===== src/slot_decode_pkg.sv =====
// Purpose: Shared constants for the shared-slot host decode block.
// Assumes: Byte addresses on a 26-bit slot address plus region selects.
// Notes: Offsets, window limits, region sizes, strap values, alias counts and pacing are named here once.
package slot_decode_pkg;
    // Window decode inside one controller alias
    localparam int unsigned WIN_ADDR_W = 17;
    localparam logic [16:0] MEM_LAST = 17'h1_3FFF;
    localparam logic [16:0] REG_FIRST = 17'h1_FFE0;
    localparam logic [16:0] REG_LAST = 17'h1_FFFF;
    // Buffered map, slot 1 and slot 2
    localparam logic [31:0] S1_CARD_IO = 32'h0800_0000;
    localparam logic [31:0] S1_CTRL = 32'h0900_0000;
    localparam logic [31:0] S1_CARD_ATTR = 32'h0A00_0000;
    localparam logic [31:0] S2_CARD_IO = 32'h0C00_0000;
    localparam logic [31:0] S2_CTRL = 32'h0D00_0000;
    localparam logic [31:0] S2_CARD_ATTR = 32'h0E00_0000;
    // Direct map, slot memory spaces
    localparam logic [31:0] S1_DIRECT = 32'h6400_0000;
    localparam logic [31:0] S2_DIRECT = 32'h6800_0000;
    // Region sizes as address bits to compare (16M = 24 bits, 32M = 25, 64M = 26)
    localparam int unsigned SZ16M_BITS = 24;
    localparam int unsigned SZ32M_BITS = 25;
    localparam int unsigned SZ64M_BITS = 26;
    // Alias counts
    localparam int unsigned BUF_ALIASES = 128;
    localparam int unsigned DIRECT_ALIASES = 512;
    // Strap field values
    localparam logic [2:0] BUS_GENERIC = 3'h7;
    localparam logic STATUS_MODE_TWO = 1'h1;
    // Access pacing: cycles the wait output is held before data is good
    localparam int unsigned ACCESS_NS = 75;
    localparam int unsigned CLK_NS = 25;
    localparam logic [2:0] ACCESS_CYC = 3'((ACCESS_NS + CLK_NS - 1) / CLK_NS);
    // Region kinds
    typedef enum logic [2:0] {
        REGION_NONE = 3'h0,
        REGION_CARD_IO = 3'h1,
        REGION_CTRL = 3'h2,
        REGION_CARD_ATTR = 3'h3,
        REGION_DIRECT = 3'h4
    } region_e;
    // Access state: idle, wait, done, hold along a Gray path
    typedef enum logic [1:0] {
        ST_IDLE = 2'b00,
        ST_WAIT = 2'b01,
        ST_DONE = 2'b11,
        ST_HOLD = 2'b10
    } access_state_e;
endpackage : slot_decode_pkg


===== src/strobe_sync.sv =====
// Purpose: Two-stage synchroniser for asynchronous active-low strobes.
// Assumes: Strobes idle high; reset releases to idle.
// Notes: First stage feeds only the second stage.
`timescale 1ns/100ps
module strobe_sync (
    input wire logic clock_in,
    input wire logic arst_n_in,
    input wire logic [4:0] raw_n_in,
    output logic [4:0] sync_n_out
);
    ////////////////////////////////////////////////////////////////////////////
    // Stage registers, metastability guard
    logic [4:0] meta_q;
    logic [4:0] meta_d;
    logic [4:0] sync_q;
    logic [4:0] sync_d;

    // Next values simply shift along
    always_comb begin
        meta_d = raw_n_in;
        sync_d = meta_q;
    end

    // Reset to idle-high so no false access appears
    always_ff @(posedge clock_in or negedge arst_n_in) begin
        if (!arst_n_in) begin
            meta_q <= 5'h1F;
            sync_q <= 5'h1F;
        end else begin
            meta_q <= meta_d;
            sync_q <= sync_d;
        end
    end

    assign sync_n_out = sync_q;
endmodule : strobe_sync


===== src/strap_latch.sv =====
// Purpose: Catches configuration straps once after reset release.
// Assumes: Straps are static wires, synchronous to the clock.
// Notes: Captured by a clocked process, never by the reset itself.
`timescale 1ns/100ps
module strap_latch (
    input wire logic clock_in,
    input wire logic arst_n_in,
    input wire logic [3:0] config_straps_in,
    input wire logic bus_status_strap_in,
    output logic [3:0] straps_out,
    output logic bus_status_out,
    output logic latched_out
);
    ////////////////////////////////////////////////////////////////////////////
    logic [3:0] straps_q;
    logic [3:0] straps_d;
    logic status_q;
    logic status_d;
    logic done_q;
    logic done_d;

    // Capture only on the first edge after release, then freeze
    always_comb begin
        straps_d = straps_q;
        status_d = status_q;
        done_d = 1'b1;
        if (!done_q) begin
            straps_d = config_straps_in;
            status_d = bus_status_strap_in;
        end
    end

    // Constants under reset; the pin value arrives via the clocked path
    always_ff @(posedge clock_in or negedge arst_n_in) begin
        if (!arst_n_in) begin
            straps_q <= 4'h0;
            status_q <= 1'b0;
            done_q <= 1'b0;
        end else begin
            straps_q <= straps_d;
            status_q <= status_d;
            done_q <= done_d;
        end
    end

    assign straps_out = straps_q;
    assign bus_status_out = status_q;
    assign latched_out = done_q;
endmodule : strap_latch


===== src/shared_slot_host_decode.sv =====
// Purpose: Host-side decode, strap configuration and wait pacing for a
//          display controller sharing a card slot through a slot buffer.
// Assumes: Upper address bits arrive already latched; straps are static.
// Notes: Memory and register contents are modelled as a small local array.
// How it works
// - buffered: answer only in dedicated 16M controller region
// - synchronise strobes first, in either mode
// - buffer present ignores IO enable bits
// - slot 1 buffered map, 128 aliases
// - slot 2 buffered map, 128 aliases
// - direct map 512 aliases at 6400/6800
// - latch straps once; 111 generic, endian
// - status strap picks mode two or one
// - hold wait low until data good
// - memory 0-13FFF, registers 1FFE0-1FFFF
`timescale 1ns/100ps
module shared_slot_host_decode (
    input wire logic clock_in,
    input wire logic arst_n_in,
    input wire logic [31:0] host_addr_in,
    input wire logic buffer_present_in,
    input wire logic slot_io_space_enable_in,
    input wire logic [15:0] host_wdata_in,
    input wire logic low_byte_write_en_n_in,
    input wire logic high_byte_write_en_n_in,
    input wire logic low_byte_read_en_n_in,
    input wire logic high_byte_read_en_n_in,
    input wire logic chip_select_n_in,
    input wire logic [3:0] config_straps_in,
    input wire logic bus_status_strap_in,
    output logic [15:0] host_rdata_out,
    output logic host_wait_n_out,
    output logic ctrl_hit_out,
    output logic card_side_disable_out,
    output logic [2:0] region_out,
    output logic mode_two_out,
    output logic big_endian_out,
    output logic generic_bus_out,
    output logic reg_space_out
);
    ////////////////////////////////////////////////////////////////////////////
    // Helper: compare address to a region base over a power-of-two size
    function automatic logic in_region(input logic [31:0] a, input logic [31:0] base,
                                       input int unsigned bits);
        logic [31:0] mask;
        mask = ~((32'h0000_0001 << bits) - 32'h0000_0001);
        in_region = ((a & mask) == (base & mask));
    endfunction : in_region

    ////////////////////////////////////////////////////////////////////////////
    // Straps and strobe synchronisation
    logic [3:0] straps;
    logic status_strap;
    logic straps_ready;
    logic [4:0] strobes_sync_n;
    logic [4:0] strobes_raw_n;

    // Straps are caught once after the reset release
    strap_latch u_straps (
        .clock_in(clock_in),
        .arst_n_in(arst_n_in),
        .config_straps_in(config_straps_in),
        .bus_status_strap_in(bus_status_strap_in),
        .straps_out(straps),
        .bus_status_out(status_strap),
        .latched_out(straps_ready)
    );

    // Host strobes are asynchronous to our clock, so sync before use
    assign strobes_raw_n = {chip_select_n_in, high_byte_read_en_n_in, low_byte_read_en_n_in,
                            high_byte_write_en_n_in, low_byte_write_en_n_in};
    strobe_sync u_sync (
        .clock_in(clock_in),
        .arst_n_in(arst_n_in),
        .raw_n_in(strobes_raw_n),
        .sync_n_out(strobes_sync_n)
    );

    // Decoded configuration
    logic mode_two;
    logic big_endian;
    logic generic_bus;
    always_comb begin
        generic_bus = (straps[2:0] == slot_decode_pkg::BUS_GENERIC);
        big_endian = straps[3];
        mode_two = (status_strap == slot_decode_pkg::STATUS_MODE_TWO);
    end

    ////////////////////////////////////////////////////////////////////////////
    // Region decode of the full host address
    slot_decode_pkg::region_e region;
    always_comb begin
        region = slot_decode_pkg::REGION_NONE;
        if (buffer_present_in) begin
            // Buffered map: IO enable bit has no say here
            if (in_region(host_addr_in, slot_decode_pkg::S1_CTRL,
                          slot_decode_pkg::SZ16M_BITS) ||
                in_region(host_addr_in, slot_decode_pkg::S2_CTRL,
                          slot_decode_pkg::SZ16M_BITS)) begin
                region = slot_decode_pkg::REGION_CTRL;
            end else if (in_region(host_addr_in, slot_decode_pkg::S1_CARD_IO,
                                   slot_decode_pkg::SZ16M_BITS) ||
                         in_region(host_addr_in, slot_decode_pkg::S2_CARD_IO,
                                   slot_decode_pkg::SZ16M_BITS)) begin
                region = slot_decode_pkg::REGION_CARD_IO;
            end else if (in_region(host_addr_in, slot_decode_pkg::S1_CARD_ATTR,
                                   slot_decode_pkg::SZ32M_BITS) ||
                         in_region(host_addr_in, slot_decode_pkg::S2_CARD_ATTR,
                                   slot_decode_pkg::SZ32M_BITS)) begin
                region = slot_decode_pkg::REGION_CARD_ATTR;
            end else begin
                region = slot_decode_pkg::REGION_NONE;
            end
        end else begin
            // Direct: slot memory space always; IO/attribute space only when enable is 0
            if (in_region(host_addr_in, slot_decode_pkg::S1_DIRECT,
                          slot_decode_pkg::SZ64M_BITS) ||
                in_region(host_addr_in, slot_decode_pkg::S2_DIRECT,
                          slot_decode_pkg::SZ64M_BITS)) begin
                region = slot_decode_pkg::REGION_DIRECT;
            end else if (!slot_io_space_enable_in &&
                         (in_region(host_addr_in, slot_decode_pkg::S1_CARD_IO,
                                    slot_decode_pkg::SZ64M_BITS) ||
                          in_region(host_addr_in, slot_decode_pkg::S2_CARD_IO,
                                    slot_decode_pkg::SZ64M_BITS))) begin
                region = slot_decode_pkg::REGION_DIRECT;
            end else begin
                region = slot_decode_pkg::REGION_NONE;
            end
        end
    end

    // Controller is selected in its own region or any direct alias
    logic ctrl_sel;
    assign ctrl_sel = (region == slot_decode_pkg::REGION_CTRL) ||
                      (region == slot_decode_pkg::REGION_DIRECT);

    ////////////////////////////////////////////////////////////////////////////
    // Window decode: only the low 17 bits matter, which makes the aliases
    logic [16:0] win_addr;
    logic mem_hit;
    logic reg_hit;
    always_comb begin
        win_addr = host_addr_in[16:0];
        mem_hit = (win_addr <= slot_decode_pkg::MEM_LAST);
        reg_hit = (win_addr >= slot_decode_pkg::REG_FIRST);
    end

    ////////////////////////////////////////////////////////////////////////////
    // Small backing store; word per even address, holes read zero
    logic [15:0] store_q [0:15];
    logic [3:0] store_idx;
    assign store_idx = win_addr[4:1];

    ////////////////////////////////////////////////////////////////////////////
    // Access sequencer with wait pacing
    slot_decode_pkg::access_state_e state_q;
    slot_decode_pkg::access_state_e state_d;
    logic [2:0] count_q;
    logic [2:0] count_d;
    logic [15:0] rdata_q;
    logic [15:0] rdata_d;
    logic is_write;
    logic is_read;
    logic strobe_active;
    logic do_write;

    // Mode one uses separate byte enables; mode two uses only the low enables for both
    always_comb begin
        is_write = !strobes_sync_n[0] || (!mode_two && !strobes_sync_n[1]);
        is_read = !strobes_sync_n[2] || (!mode_two && !strobes_sync_n[3]);
        strobe_active = !strobes_sync_n[4] && ctrl_sel && generic_bus && straps_ready &&
                        (is_write || is_read);
    end

    // Next-state logic: wait counts down, then one done state per access
    always_comb begin
        state_d = state_q;
        count_d = count_q;
        rdata_d = rdata_q;
        do_write = 1'b0;
        case (state_q)
            slot_decode_pkg::ST_IDLE: begin
                if (strobe_active) begin
                    state_d = slot_decode_pkg::ST_WAIT;
                    count_d = slot_decode_pkg::ACCESS_CYC;
                end
            end
            slot_decode_pkg::ST_WAIT: begin
                if (count_q > 3'h1) begin
                    count_d = count_q - 3'h1;
                end else begin
                    state_d = slot_decode_pkg::ST_DONE;
                    do_write = is_write && (mem_hit || reg_hit);
                    rdata_d = (mem_hit || reg_hit) ? store_q[store_idx] : 16'h0000;
                end
            end
            slot_decode_pkg::ST_DONE: begin
                // Hold the answer until the host lets go of the strobe
                if (!strobe_active) begin
                    state_d = slot_decode_pkg::ST_HOLD;
                end
            end
            slot_decode_pkg::ST_HOLD: begin
                state_d = slot_decode_pkg::ST_IDLE;
            end
            default: begin
                state_d = slot_decode_pkg::ST_IDLE;
            end
        endcase
    end

    // Register the sequencer
    always_ff @(posedge clock_in or negedge arst_n_in) begin
        if (!arst_n_in) begin
            state_q <= slot_decode_pkg::ST_IDLE;
            count_q <= 3'h0;
            rdata_q <= 16'h0000;
        end else begin
            state_q <= state_d;
            count_q <= count_d;
            rdata_q <= rdata_d;
        end
    end

    // Store updates with byte lanes; lanes swap for big endian hosts in mode one only
    logic low_lane;
    logic high_lane;
    always_comb begin
        low_lane = big_endian ? !strobes_sync_n[1] : !strobes_sync_n[0];
        high_lane = big_endian ? !strobes_sync_n[0] : !strobes_sync_n[1];
        if (mode_two) begin
            low_lane = 1'b1;
            high_lane = !strobes_sync_n[1];
        end
    end
    always_ff @(posedge clock_in) begin
        if (do_write && low_lane) begin
            store_q[store_idx][7:0] <= host_wdata_in[7:0];
        end
        if (do_write && high_lane) begin
            store_q[store_idx][15:8] <= host_wdata_in[15:8];
        end
    end

    ////////////////////////////////////////////////////////////////////////////
    // Outputs
    assign host_rdata_out = rdata_q;
    assign host_wait_n_out = !(state_q == slot_decode_pkg::ST_WAIT);
    assign ctrl_hit_out = ctrl_sel;
    assign card_side_disable_out = (region == slot_decode_pkg::REGION_CTRL);
    assign region_out = region;
    assign mode_two_out = mode_two;
    assign big_endian_out = big_endian;
    assign generic_bus_out = generic_bus;
    assign reg_space_out = reg_hit && ctrl_sel;
endmodule : shared_slot_host_decode


===== config.mk =====
export PLATFORM = sky130hd
export DESIGN_NAME = shared_slot_host_decode
export DESIGN_NICKNAME = d
export VERILOG_FILES = /design/src/slot_decode_pkg.sv /design/src/strobe_sync.sv /design/src/strap_latch.sv /design/src/shared_slot_host_decode.sv
export SDC_FILE = /design/constraint.sdc
export NUM_CORES = 1
export LEC_CHECK = 0
export BUFFER_PORTS_ARGS = -buffer_cell sky130_fd_sc_hd__buf_2
export CAP_MARGIN = 30
export CORE_MARGIN = 8
export CORE_UTILIZATION = 42
export CTS_CLUSTER_DIAMETER = 40
export DETAILED_ROUTE_END_ITERATION = 12
export SLEW_MARGIN = 20
export SYNTH_ARGS = -nofsm -noshare
export SYNTH_HDL_FRONTEND = slang
export SYNTH_SLANG_ARGS = --single-unit

===== constraint.sdc =====
create_clock -name clock_in -period 2.8 [get_ports clock_in]
set_clock_uncertainty 0.05 [all_clocks]
set_input_delay 0 -clock clock_in [delete_from_list [all_inputs] [get_ports clock_in]]
set_output_delay 0 -clock clock_in [all_outputs]
set_load 0.05 [all_outputs]

* Word level (Yosys, flattened, before mapping)
Memories as Yosys holds them, arrays and structs flattened.
Index checks and enable logic that the tools add are counted.
** Storage, ports and cells
- Register bits :: 37
- Logic and storage cells :: 92
- Input port bits :: 62
- Memories :: 1
- RAM bits :: 256
** Operators by class
- Reduce and logical (&&, ||, !) cells :: 34
- Muxes and demuxes :: 24
- Eq/ne operators :: 20
- Order comparisons :: 3
- Add/sub/neg operators :: 1
- Bitwise logic cells :: 1
** Memories
- store_q :: words 16, bits a word 16, rd ports 1, clocked after Yosys merged registers in 0, write ports 1, RTL line shared_slot_host_decode.sv:151 : logic [15:0] store_q [0:15];
** Operator list (count)
- $eq 8x4->1 const B :: 4
- $ge 17x17->1 const B :: 1
- $le 17x17->1 const B :: 1
- $mux 16 :: 1
- $mux 3 :: 5
- $eq 7x3->1 const B :: 2
- $eq 6x2->1 const B :: 2
- $eq 6x5->1 const B :: 2
- $mux 2 :: 6
- $logic_and 1x1->1 :: 11
- $logic_or 1x1->1 :: 10
- $mux 1 :: 10
- $logic_not 1->1 :: 8
- $ne 2x2->1 const B :: 4
- $pmux 2 s4 :: 1
- $eq 3x3->1 const B :: 2
- $pmux 3 s2 :: 1
- $reduce_and 3->1 :: 2
- $eq 2x2->1 const B :: 2
- $eq 3x2->1 const B :: 1
- $gt 3x1->1 const B :: 1
- $sub 3x1->3 const B :: 1
- $eq 2x1->1 const B :: 1
- $logic_not 2->1 :: 1
- other kinds (3) :: 3

* Longest topological paths before layout
Gate-level depths: netlist of the first run.
- Depth after elaboration :: 14
- Depth in mapped cells :: 7
- Gate-level depth less buffers :: 5

* Cells and area by module
From an unflattened synthesis of the first run, not the netlist that was laid out.
** Unflattened totals
- Cell total of the unflattened synthesis :: 558
- Area, all modules :: 11594.9 um2
** Modules (own cells, without submodules)
- shared_slot_host_decode :: area each 11121.9 um2, cells each 536, times used 1
- strobe_sync :: area each 262.8 um2, cells each 10, times used 1
- strap_latch :: area each 210.2 um2, cells each 12, times used 1

* Worst setup path after synthesis of the first run
OpenSTA, ideal clock, no wires.
- Kind :: register to register
- Start :: reg u_straps.status_q, in the netlist u_straps.bus_status_out
- End :: mem store_q[12][0] (enable)
- Cell stages (with the launch flop) :: 5
- Setup slack :: -62 ps
- Arrival :: 2417 ps
- Library setup time :: 395 ps
- Cell sequence :: dfrtp_1 > nand2b_1 > mux2_2 > buf_1 > nor4_1
** On the way
- Longest elaborated chain between the ends :: 9
** RTL lines
- start: declaration :: RTL line strap_latch.sv:17 : logic status_q;
- start signal: assignment :: RTL line strap_latch.sv:41 : status_q <= status_d;
- $logic_not 1->1 :: RTL line shared_slot_host_decode.sv:170 : is_write = !strobes_sync_n[0] || (!mode_two && !strobes_sync_n[1]);
- $logic_and 1x1->1 :: RTL line shared_slot_host_decode.sv:170
- $logic_or 1x1->1 :: RTL line shared_slot_host_decode.sv:170
- $logic_and 1x1->1 :: RTL line shared_slot_host_decode.sv:194 : do_write = is_write && (mem_hit || reg_hit);
- $mux 1 :: RTL line shared_slot_host_decode.sv:190 : if (count_q > 3'h1) begin
- $mux 1 :: RTL line shared_slot_host_decode.sv:182 : case (state_q)
- $logic_and 1x1->1 (*) :: RTL line shared_slot_host_decode.sv:238 : if (do_write && low_lane) begin
- $mux 1 (*) :: RTL line shared_slot_host_decode.sv:238
- $mux 1 (implied by the code) (*) :: RTL line shared_slot_host_decode.sv:239 : store_q[store_idx][7:0] <= host_wdata_in[7:0];
- end: declaration :: RTL line shared_slot_host_decode.sv:151
Mark *: on every way between the ends. The rest lies on a longest branch, timed or not.

* Final worst setup path of the first run
- Start :: reg count_q[1]
- End :: mem store_q[8][5] (enable)
** On the way
- Longest elaborated chain between the ends :: 6
** RTL lines
- start: declaration :: RTL line shared_slot_host_decode.sv:159 : logic [2:0] count_q;
- start signal: assignment :: RTL line shared_slot_host_decode.sv:221 : count_q <= count_d;
- $gt 3x1->1 :: RTL line shared_slot_host_decode.sv:190
- $mux 1 :: RTL line shared_slot_host_decode.sv:190
- $mux 1 :: RTL line shared_slot_host_decode.sv:182
- $logic_and 1x1->1 :: RTL line shared_slot_host_decode.sv:238
- $mux 1 :: RTL line shared_slot_host_decode.sv:238
- $mux 1 (implied by the code) :: RTL line shared_slot_host_decode.sv:239
No other way between the ends.

==> reports/metrics.csv, run 1 <==
stage;metric;value;unit
drt;routed via count;6048;
drt;average wire per standard cell;22.4;um
worst_setup_path;critical path's top delay family;simple AND/OR/NAND/NOR gates;
timing;slew margin rel.;40.0;%
worst_setup_path;Data arrival, critical path;2.68;ns
power_and_ir_drop;Leakage;4.94;nW
power_and_ir_drop;power per cell area;742;mW/mm^2
synthesis;synthesized area per cell;20.3;sq um
timing;setup repair after global routing missed its margin;false;
finish;proportion of layout cells with a drive suffix above 1;40.7;%
power_and_ir_drop;fraction of power spent switching nets;23.3;%
drt;Final ANT Viol Nets;0;
timing;smallest hold slack;0.0634;ns
worst_setup_path;largest fanout on the critical path;25;
global_routing;number of antenna violations at the first check in global routing;0;
power_and_ir_drop;total net switching power;2.51;mW
global_routing;vias in the first global route;6621;
finish;cell area after layout;0.0145;sq mm
power_and_ir_drop;Flop pwr share;45.2;%
power_and_ir_drop;IR Drop Worst-Case VDD;0.507;mV
timing;setup-violating endpoint count in the final report;0;
floorplanning;I/O pin count;88;
finish;area grow syn2layout;23.5;%
worst_setup_path;cell-by-cell listing of the critical path;or2_0 > nor2_2 > nand2_2 > nor4_2 > buf_4;
synthesis;fraction of registers with async set or reset after synthesis;12.6;%
floorplanning;vertical extent of the die;183;um
synthesis;Synth warnings;0;
clocking;Root Driver;sky130_fd_sc_hd__clkbuf_16;
timing;f_max;0.401;GHz
synthesis;Synth cell types;56;
clocking;number of buffers inserted by hold repair at cts;27;
worst_setup_path;Critical-path top delay cell;sky130_fd_sc_hd__nor4_2;
worst_setup_path;type of destination of the critical path;register;
floorplanning;starting density of the core;42.5;%
min_path;worst hold path class;in2reg;
placed_design;# port buffers;79;
synthesis;Synth area leader;sky130_fd_sc_hd__edfxtp_1;
drt;First-pass DRT Iterations;4;
clocking;number of buffers added for setup after CTS;0;
placed_design;half-perimeter wire length after detailed placement;16.9;mm
timing;Worst-Margin Slew;0.899;ns
clocking;CTS tree;yes;
power_and_ir_drop;Internal;8.26;mW
worst_setup_path;largest stage delay on the critical path;0.55;ns
global_routing;GRT Resource Usage Total;15.6;%
power_and_ir_drop;Tot Pwr;10.8;mW
finish;Finished Layout Cells;1152;
global_routing;global-route wire length before repair;39.5;mm
worst_setup_path;worst setup path category;reg2reg;
synthesis;main area contributors after synthesis;sky130_fd_sc_hd__edfxtp_1 (65%), sky130_fd_sc_hd__mux4_2 (12%), sky130_fd_sc_hd__dfrtp_1 (5.8%);
clocking;TritonCTS Sinks;293;
placed_design;Placed Cells;1046;
power_and_ir_drop;part of the power in combinational logic;7.0;%
floorplanning;FP Rows;61;
timing;final hold violation count;0;
synthesis;sequential element share of the synthesized area;73.4;%
synthesis;Synthesized Nets;642;
drt;number of DRC markers in iteration 0;415;
global_routing;GR Overflow Total;0;
floorplanning;floorplan core area;0.0276;sq mm
timing;final max-slew violation count;0;
power_and_ir_drop;clock power share;47.8;%
drt;post-detailed-route via-to-cell ratio;5.25;
synthesis;synthesized flop and latch total;293;
clocking;worst-case clock buffer depth;3;
drt;wirelength, routed;25.7;mm
timing;Final min period;2.50;ns
finish;net count reported at finish;804;
clocking;clock edge transition at the registers on the reported setup and hold paths;0.06;ns
synthesis;Main synth FF type;sky130_fd_sc_hd__edfxtp_1;
worst_setup_path;kind of start point of the critical path;register;
placed_design;gp weighted congestion;0.852;
flow_run;MaxCap Viol Count;0;
floorplanning;x dimension of the die;183;um
placed_design;cell area after placement;0.0128;sq mm
clocking;Clock H-tree levels;2;
synthesis;share of Yosys cell area claimed by the top area cell type;65.4;%
synthesis;count of flip-flops with a built-in enable after synthesis;256;
drt;post-route DRC violation count;0;
synthesis;gate count of the mapped netlist;579;
floorplanning;Total Die Area;0.0336;sq mm
global_routing;largest net degree at the start of global routing;38;
worst_setup_path;worst path buffer plus inverter count;1;
clocking;clock latency reported for the late side of the worst-skew pair;0.53;ns
timing;share of the cycle needed by the critical path after routing;89.2;%
clocking;Inserted Clock Buffers;42;
finish;antenna diode count;0;
clocking;PostCTS Resize Cnt;0;
run_status;result of the run;completed;
synthesis;mapped cell area;0.0117;sq mm
worst_setup_path;endpoint required time on the critical path;2.99;ns
flip-flops by register name, indices dropped and copies added (netlist names), 2 cells and up:
register / cells
store_q: 256
host_rdata_out: 16
u_sync.meta_q: 5
u_sync.sync_n_out: 5
u_straps.straps_out: 4
count_q: 3
state_q: 2
cells in the final DEF (no fill, tap or decap), types with 3 or more instances in the layout:
cell type / instances
sky130_fd_sc_hd__clkinv_8: 3
sky130_fd_sc_hd__clkinv_4: 5
sky130_fd_sc_hd__inv_1: 5
sky130_fd_sc_hd__clkinvlp_4: 4
sky130_fd_sc_hd__nor4_2: 16
sky130_fd_sc_hd__o21ai_0: 17
sky130_fd_sc_hd__mux2i_1: 33
sky130_fd_sc_hd__mux4_2: 64
sky130_fd_sc_hd__clkbuf_16: 42
sky130_fd_sc_hd__inv_6: 5
sky130_fd_sc_hd__nor3_1: 3
sky130_fd_sc_hd__nand2_1: 5
sky130_fd_sc_hd__buf_12: 4
sky130_fd_sc_hd__buf_4: 43
sky130_fd_sc_hd__dfstp_2: 10
sky130_fd_sc_hd__dlygate4sd3_1: 28
sky130_fd_sc_hd__clkbuf_1: 3
sky130_fd_sc_hd__nand4_1: 6
sky130_fd_sc_hd__mux2_1: 4
sky130_fd_sc_hd__edfxtp_1: 256
sky130_fd_sc_hd__nand2b_1: 6
sky130_fd_sc_hd__o21ai_1: 16
sky130_fd_sc_hd__clkinv_1: 5
sky130_fd_sc_hd__bufinv_16: 3
sky130_fd_sc_hd__inv_8: 3
sky130_fd_sc_hd__mux2_2: 19
sky130_fd_sc_hd__buf_2: 78
sky130_fd_sc_hd__dfrtp_1: 27
sky130_fd_sc_hd__nor2_1: 19
synthesized netlist by cell type (2+ instances only):
master                     count
sky130_fd_sc_hd__edfxtp_1    256
sky130_fd_sc_hd__mux2i_1      33
sky130_fd_sc_hd__buf_4         8
sky130_fd_sc_hd__buf_2        11
sky130_fd_sc_hd__nand3_1       2
sky130_fd_sc_hd__nand2_1       5
sky130_fd_sc_hd__nand4b_1      2
sky130_fd_sc_hd__or2_2         2
sky130_fd_sc_hd__o21ai_1      16
sky130_fd_sc_hd__nor2_1       19
sky130_fd_sc_hd__nand2b_1      6
sky130_fd_sc_hd__buf_12        3
sky130_fd_sc_hd__dfrtp_1      27
sky130_fd_sc_hd__nor4_2       10
sky130_fd_sc_hd__inv_1         5
sky130_fd_sc_hd__mux2_2       19
sky130_fd_sc_hd__dfstp_2      10
sky130_fd_sc_hd__o21ai_0      17
sky130_fd_sc_hd__nand4_1       6
sky130_fd_sc_hd__mux2_1        4
sky130_fd_sc_hd__nor3_1        3
sky130_fd_sc_hd__buf_1         2
sky130_fd_sc_hd__clkbuf_1      9
sky130_fd_sc_hd__a21oi_1       2
sky130_fd_sc_hd__nor4_1        7
sky130_fd_sc_hd__and4_1        2
sky130_fd_sc_hd__mux4_2       64
cells by family (layout without fill, tap and decap cells):
logic type                 Yosys count  in the layout  share of synthesized area (%)
DFF                                293            293                           73.4
muxes                              120            120                           17.3
and+or+nand+nor                     76             76                           4.28
AOI/OAI and AO/OA                   46             46                           2.60
buffers and inverters               41            236                           2.19
adders and majority gates            2              2                          0.192
other                                1              1                         0.0319
power by group through the flow:
stage               Sequential (mW)  Clock (mW)  Combinational [mW]
floorplan                      5.04           0               0.374
global placement               4.95           0               0.695
detailed placement             4.95           0               0.722
CTS                            4.87        5.25               0.755
global route                   4.87        5.43               0.811
finish                         4.87        5.14               0.750
path summary, 6_finish.rpt:
| path | from | end | slack, ns | cells past startpoint |
|---|---|---|---|---|
| min reg2reg | u_sync.meta_q[3] | u_sync.sync_n_out[3] | 0.31 | 0 |
| min in group asynchronous | arst_n_in | state_q[1] | 0.39 | 3 |
| max | count_q[1] | store_q[8][5] | 0.30 | 5 |
| max in group asynchronous | arst_n_in | u_sync.meta_q[2] | 1.80 | 4 |
| min | host_addr_in[28] | count_q[0] | 0.06 | 5 |
| max reg2reg | count_q[1] | store_q[8][5] | 0.30 | 5 |
layer usage:
layer	track usage [%]	up-vias	share of wire, %
met2	27.6	189	50
met1	18.7	3109	41
met5	0	-	0
met4	4.98	0	2.1
li1	-	2711	-
met3	3.54	39	6.6
per-stage QoR:
step	TNS [ns]	setup WS, ns	utilization (%)
3_5_place_dp	0	0.273	46.3
3_3_place_gp	0	0.338	46.3
6_report	0	0.304	52.5
2_1_floorplan	-1.68	-0.0617	-
5_1_grt	0	0.0788	52.5
4_1_cts	0	0.274	52.4
area by class of cell:
class	instances	area, sq um
fillers	2208	13100
clock inverters	30	319
clock buffers	47	1090
flip-flops and latches	293	8630
inverters	6	22.5
repair buffers	153	1070
well taps	378	473
multi-input cells	245	2910
tightest hold or removal path, delay by kind of cell:
kind	cells	cell delay, ns
compound gates	3	0.38
buf+inv	1	0.08
simple gates	1	0.14
No activity file was read; power rests on OpenSTA's default activity.
==> inputs of run 2 (changes only) <==
==> constraint.sdc (replaced) <==
create_clock -name clock_in -period 2.8 [get_ports clock_in]
set_clock_uncertainty 0.05 [all_clocks]
set_input_delay 0.56 -clock clock_in [delete_from_list [all_inputs] [get_ports clock_in]]
set_output_delay 0.56 -clock clock_in [all_outputs]
set_load 0.05 [all_outputs]
==> reports/metrics.csv, run 2 (synthesis gave the netlist of run 1 again) <==
stage;metric;value;unit;change
clocking;clock edge transition at the registers on the reported setup and hold paths;0.05;ns;about the same
global_routing;global-route wire length before repair;39.1;mm;-0.98%
finish;cell area after layout;0.0142;sq mm;-2.4%
power_and_ir_drop;Leakage;4.81;nW;-2.5%
floorplanning;starting density of the core;42.5;%;unchanged
placed_design;# port buffers;79;;unchanged
drt;post-detailed-route via-to-cell ratio;5.32;;+1.4%
drt;wirelength, routed;25.6;mm;-0.53%
floorplanning;floorplan core area;0.0276;sq mm;unchanged
power_and_ir_drop;power per cell area;722;mW/mm^2;-2.6%
clocking;clock latency reported for the late side of the worst-skew pair;0.51;ns;-0.02 ns
min_path;worst hold path class;in2reg;;
clocking;Inserted Clock Buffers;40;;-4.8%
finish;Layout Utilization;51.2;%;-1.3 points
worst_setup_path;largest fanout on the critical path;4;;-84%
drt;routed via count;6015;;-0.55%
worst_setup_path;worst reg2reg path startpoint;count_q[1];;
run_status;result of the run;completed;;
clocking;Root Driver;sky130_fd_sc_hd__clkbuf_16;;
floorplanning;x dimension of the die;183;um;unchanged
worst_setup_path;Critical-path top delay cell;sky130_fd_sc_hd__or4b_4;;
drt;post-route DRC violation count;0;;unchanged
min_path;hold depth;1;;-4
drt;Final ANT Viol Nets;0;;unchanged
drt;average wire per standard cell;22.7;um;+1.4%
clocking;number of buffers added for setup after CTS;0;;unchanged
worst_setup_path;type of destination of the critical path;output port;;
placed_design;cell area after placement;0.0129;sq mm;+0.64%
placed_design;Place WS;0.124;ns;-0.148 ns
min_path;Min-Delay Startpoint;chip_select_n_in;;
clocking;number of buffers inserted by hold repair at cts;0;;-100%
drt;number of DRC markers in iteration 0;399;;-3.9%
timing;f_max;0.380;GHz;-5.0%
worst_setup_path;endpoint required time on the critical path;2.19;ns;-0.80 ns
clocking;worst-case clock buffer depth;3;;unchanged
finish;number of flip-flops in the largest register;256;;unchanged
drt;First-pass DRT Iterations;4;;unchanged
global_routing;vias in the first global route;6394;;-3.4%
flow_run;MaxCap Viol Count;0;;unchanged
placed_design;gp weighted congestion;0.868;;+1.9%
global_routing;number of antenna violations at the first check in global routing;1;;+1
timing;Worst-Margin Slew;0.647;ns;-0.252 ns
min_path;end point of the worst hold path;u_sync.meta_q[4];;
timing;slew margin rel.;56.8;%;+17 points
worst_setup_path;cell-by-cell listing of the critical path;buf_2 > or4b_4 > a31oi_4 > or2_4 > nor4b_4 > buf_2;;
worst_setup_path;register-to-register path setup slack;0.38;ns;+0.08 ns
worst_setup_path;worst setup path category;in2out;;
global_routing;GRT Resource Usage Total;15.5;%;-0.13 points
worst_setup_path;largest stage delay on the critical path;0.54;ns;about the same
finish;commonest non-fill, non-tap cell in the layout;sky130_fd_sc_hd__edfxtp_1;;
timing;final hold violation count;0;;unchanged
timing;setup repair after global routing missed its margin;false;;
clocking;Clock H-tree levels;2;;unchanged
timing;final max-slew violation count;0;;unchanged
power_and_ir_drop;IR Drop Worst-Case VDD;0.694;mV;+37%
clocking;TritonCTS Sinks;293;;unchanged
timing;sum of negative setup slack;0;ns;unchanged
global_routing;largest net degree at the start of global routing;38;;unchanged
floorplanning;FP Rows;61;;unchanged
floorplanning;I/O pin count;88;;unchanged
worst_setup_path;cells on worst reg2reg path;6;;+1
worst_setup_path;Data arrival, critical path;2.02;ns;-0.66 ns
worst_setup_path;Worst path most repeated cell;sky130_fd_sc_hd__buf_2;;
timing;share of the cycle needed by the critical path after routing;93.9;%;+4.7 points
finish;area grow syn2layout;20.5;%;
finish;register with the highest flop count;store_q;;
worst_setup_path;source of the critical timing path;host_addr_in[29];;
finish;proportion of layout cells with a drive suffix above 1;42.6;%;+1.9 points
worst_setup_path;kind of start point of the critical path;primary input;;
global_routing;GR Overflow Total;0;;unchanged
timing;Final min period;2.63;ns;+0.132 ns
floorplanning;Total Die Area;0.0336;sq mm;unchanged
worst_setup_path;Crit Reg-Reg Endpoint;store_q[10][15];;
finish;net count reported at finish;786;;-2.2%
clocking;PostCTS Resize Cnt;0;;unchanged
timing;setup-violating endpoint count in the final report;0;;unchanged
floorplanning;vertical extent of the die;183;um;unchanged
clocking;CTS tree;yes;;
timing;least setup slack across all paths after layout;0.172;ns;-0.132 ns
finish;most used cells in the layout excluding fill and tap cells;sky130_fd_sc_hd__edfxtp_1 (256), sky130_fd_sc_hd__buf_2 (78), sky130_fd_sc_hd__mux4_2 (64);;
power_and_ir_drop;Tot Pwr;10.2;mW;-5.0%
placed_design;half-perimeter wire length after detailed placement;17.1;mm;+1.4%
==> run 2: cell count changes in the layout (fill, tap and decap cells not counted), moves of 3 or more <==
cell,before,now
sky130_fd_sc_hd__inv_8,3,0
sky130_fd_sc_hd__buf_4,43,55
sky130_fd_sc_hd__clkinv_8,3,0
sky130_fd_sc_hd__clkinv_2,2,7
sky130_fd_sc_hd__dlygate4sd3_1,28,1
==> run 2: through the flow <==
stage | cells | hold slack, ns
6_report | 1130 | 0.106
4_1_cts | 1127 | 0.0868
3_5_place_dp | 1057 | 0.298
3_3_place_gp | 1057 | 0.298
2_1_floorplan | 579 | 0.214
5_1_grt | 1129 | 0.0834
==> run 2: cell type report <==
| cell class | count | area [sq um] |
|---|---|---|
| multi-input combinational | 245 | 2920 |
| tap | 378 | 473 |
| clock inverter | 23 | 176 |
| antenna | 1 | 2.50 |
| fill | 2265 | 13500 |
| inverter | 6 | 22.5 |
| sequential | 293 | 8630 |
| clock buffer | 47 | 1060 |
| timing repair buffer | 137 | 881 |
==> run 2: critical path: cells and delay by family <==
family                 cells  cell delay, ns
AOI/OAI and AO/OA          1            0.15
buffers and inverters      2            0.43
and+or+nand+nor            3            0.87
==> run 2: worst max path at each step <==
stage                            to  slack (ns)  cells past startpoint
floorplan             reg_space_out       -0.25                      4
global placement    store_q[10][10]        0.14                      7
detailed placement  store_q[10][10]        0.12                      7
CTS                   reg_space_out        0.17                      6
global route          reg_space_out        0.08                      6
finish                reg_space_out        0.17                      6
==> run 2: per-layer routing <==
| layer | up-vias | track usage, % | part of all wire (%) |
|---|---|---|---|
| li1 | 2675 | - | - |
| met1 | 3136 | 19.7 | 42 |
| met2 | 167 | 26.5 | 50 |
| met3 | 37 | 3.26 | 5.6 |
| met5 | - | 0 | 0 |
| met4 | 0 | 4.16 | 1.8 |
==> run 2: power breakdown <==
| part | total [mW] | internal (mW) | switching, mW |
|---|---|---|---|
| sequential | 4.87 | 4.82 | 0.0464 |
| clock | 4.63 | 2.81 | 1.82 |
| combinational | 0.728 | 0.266 | 0.462 |
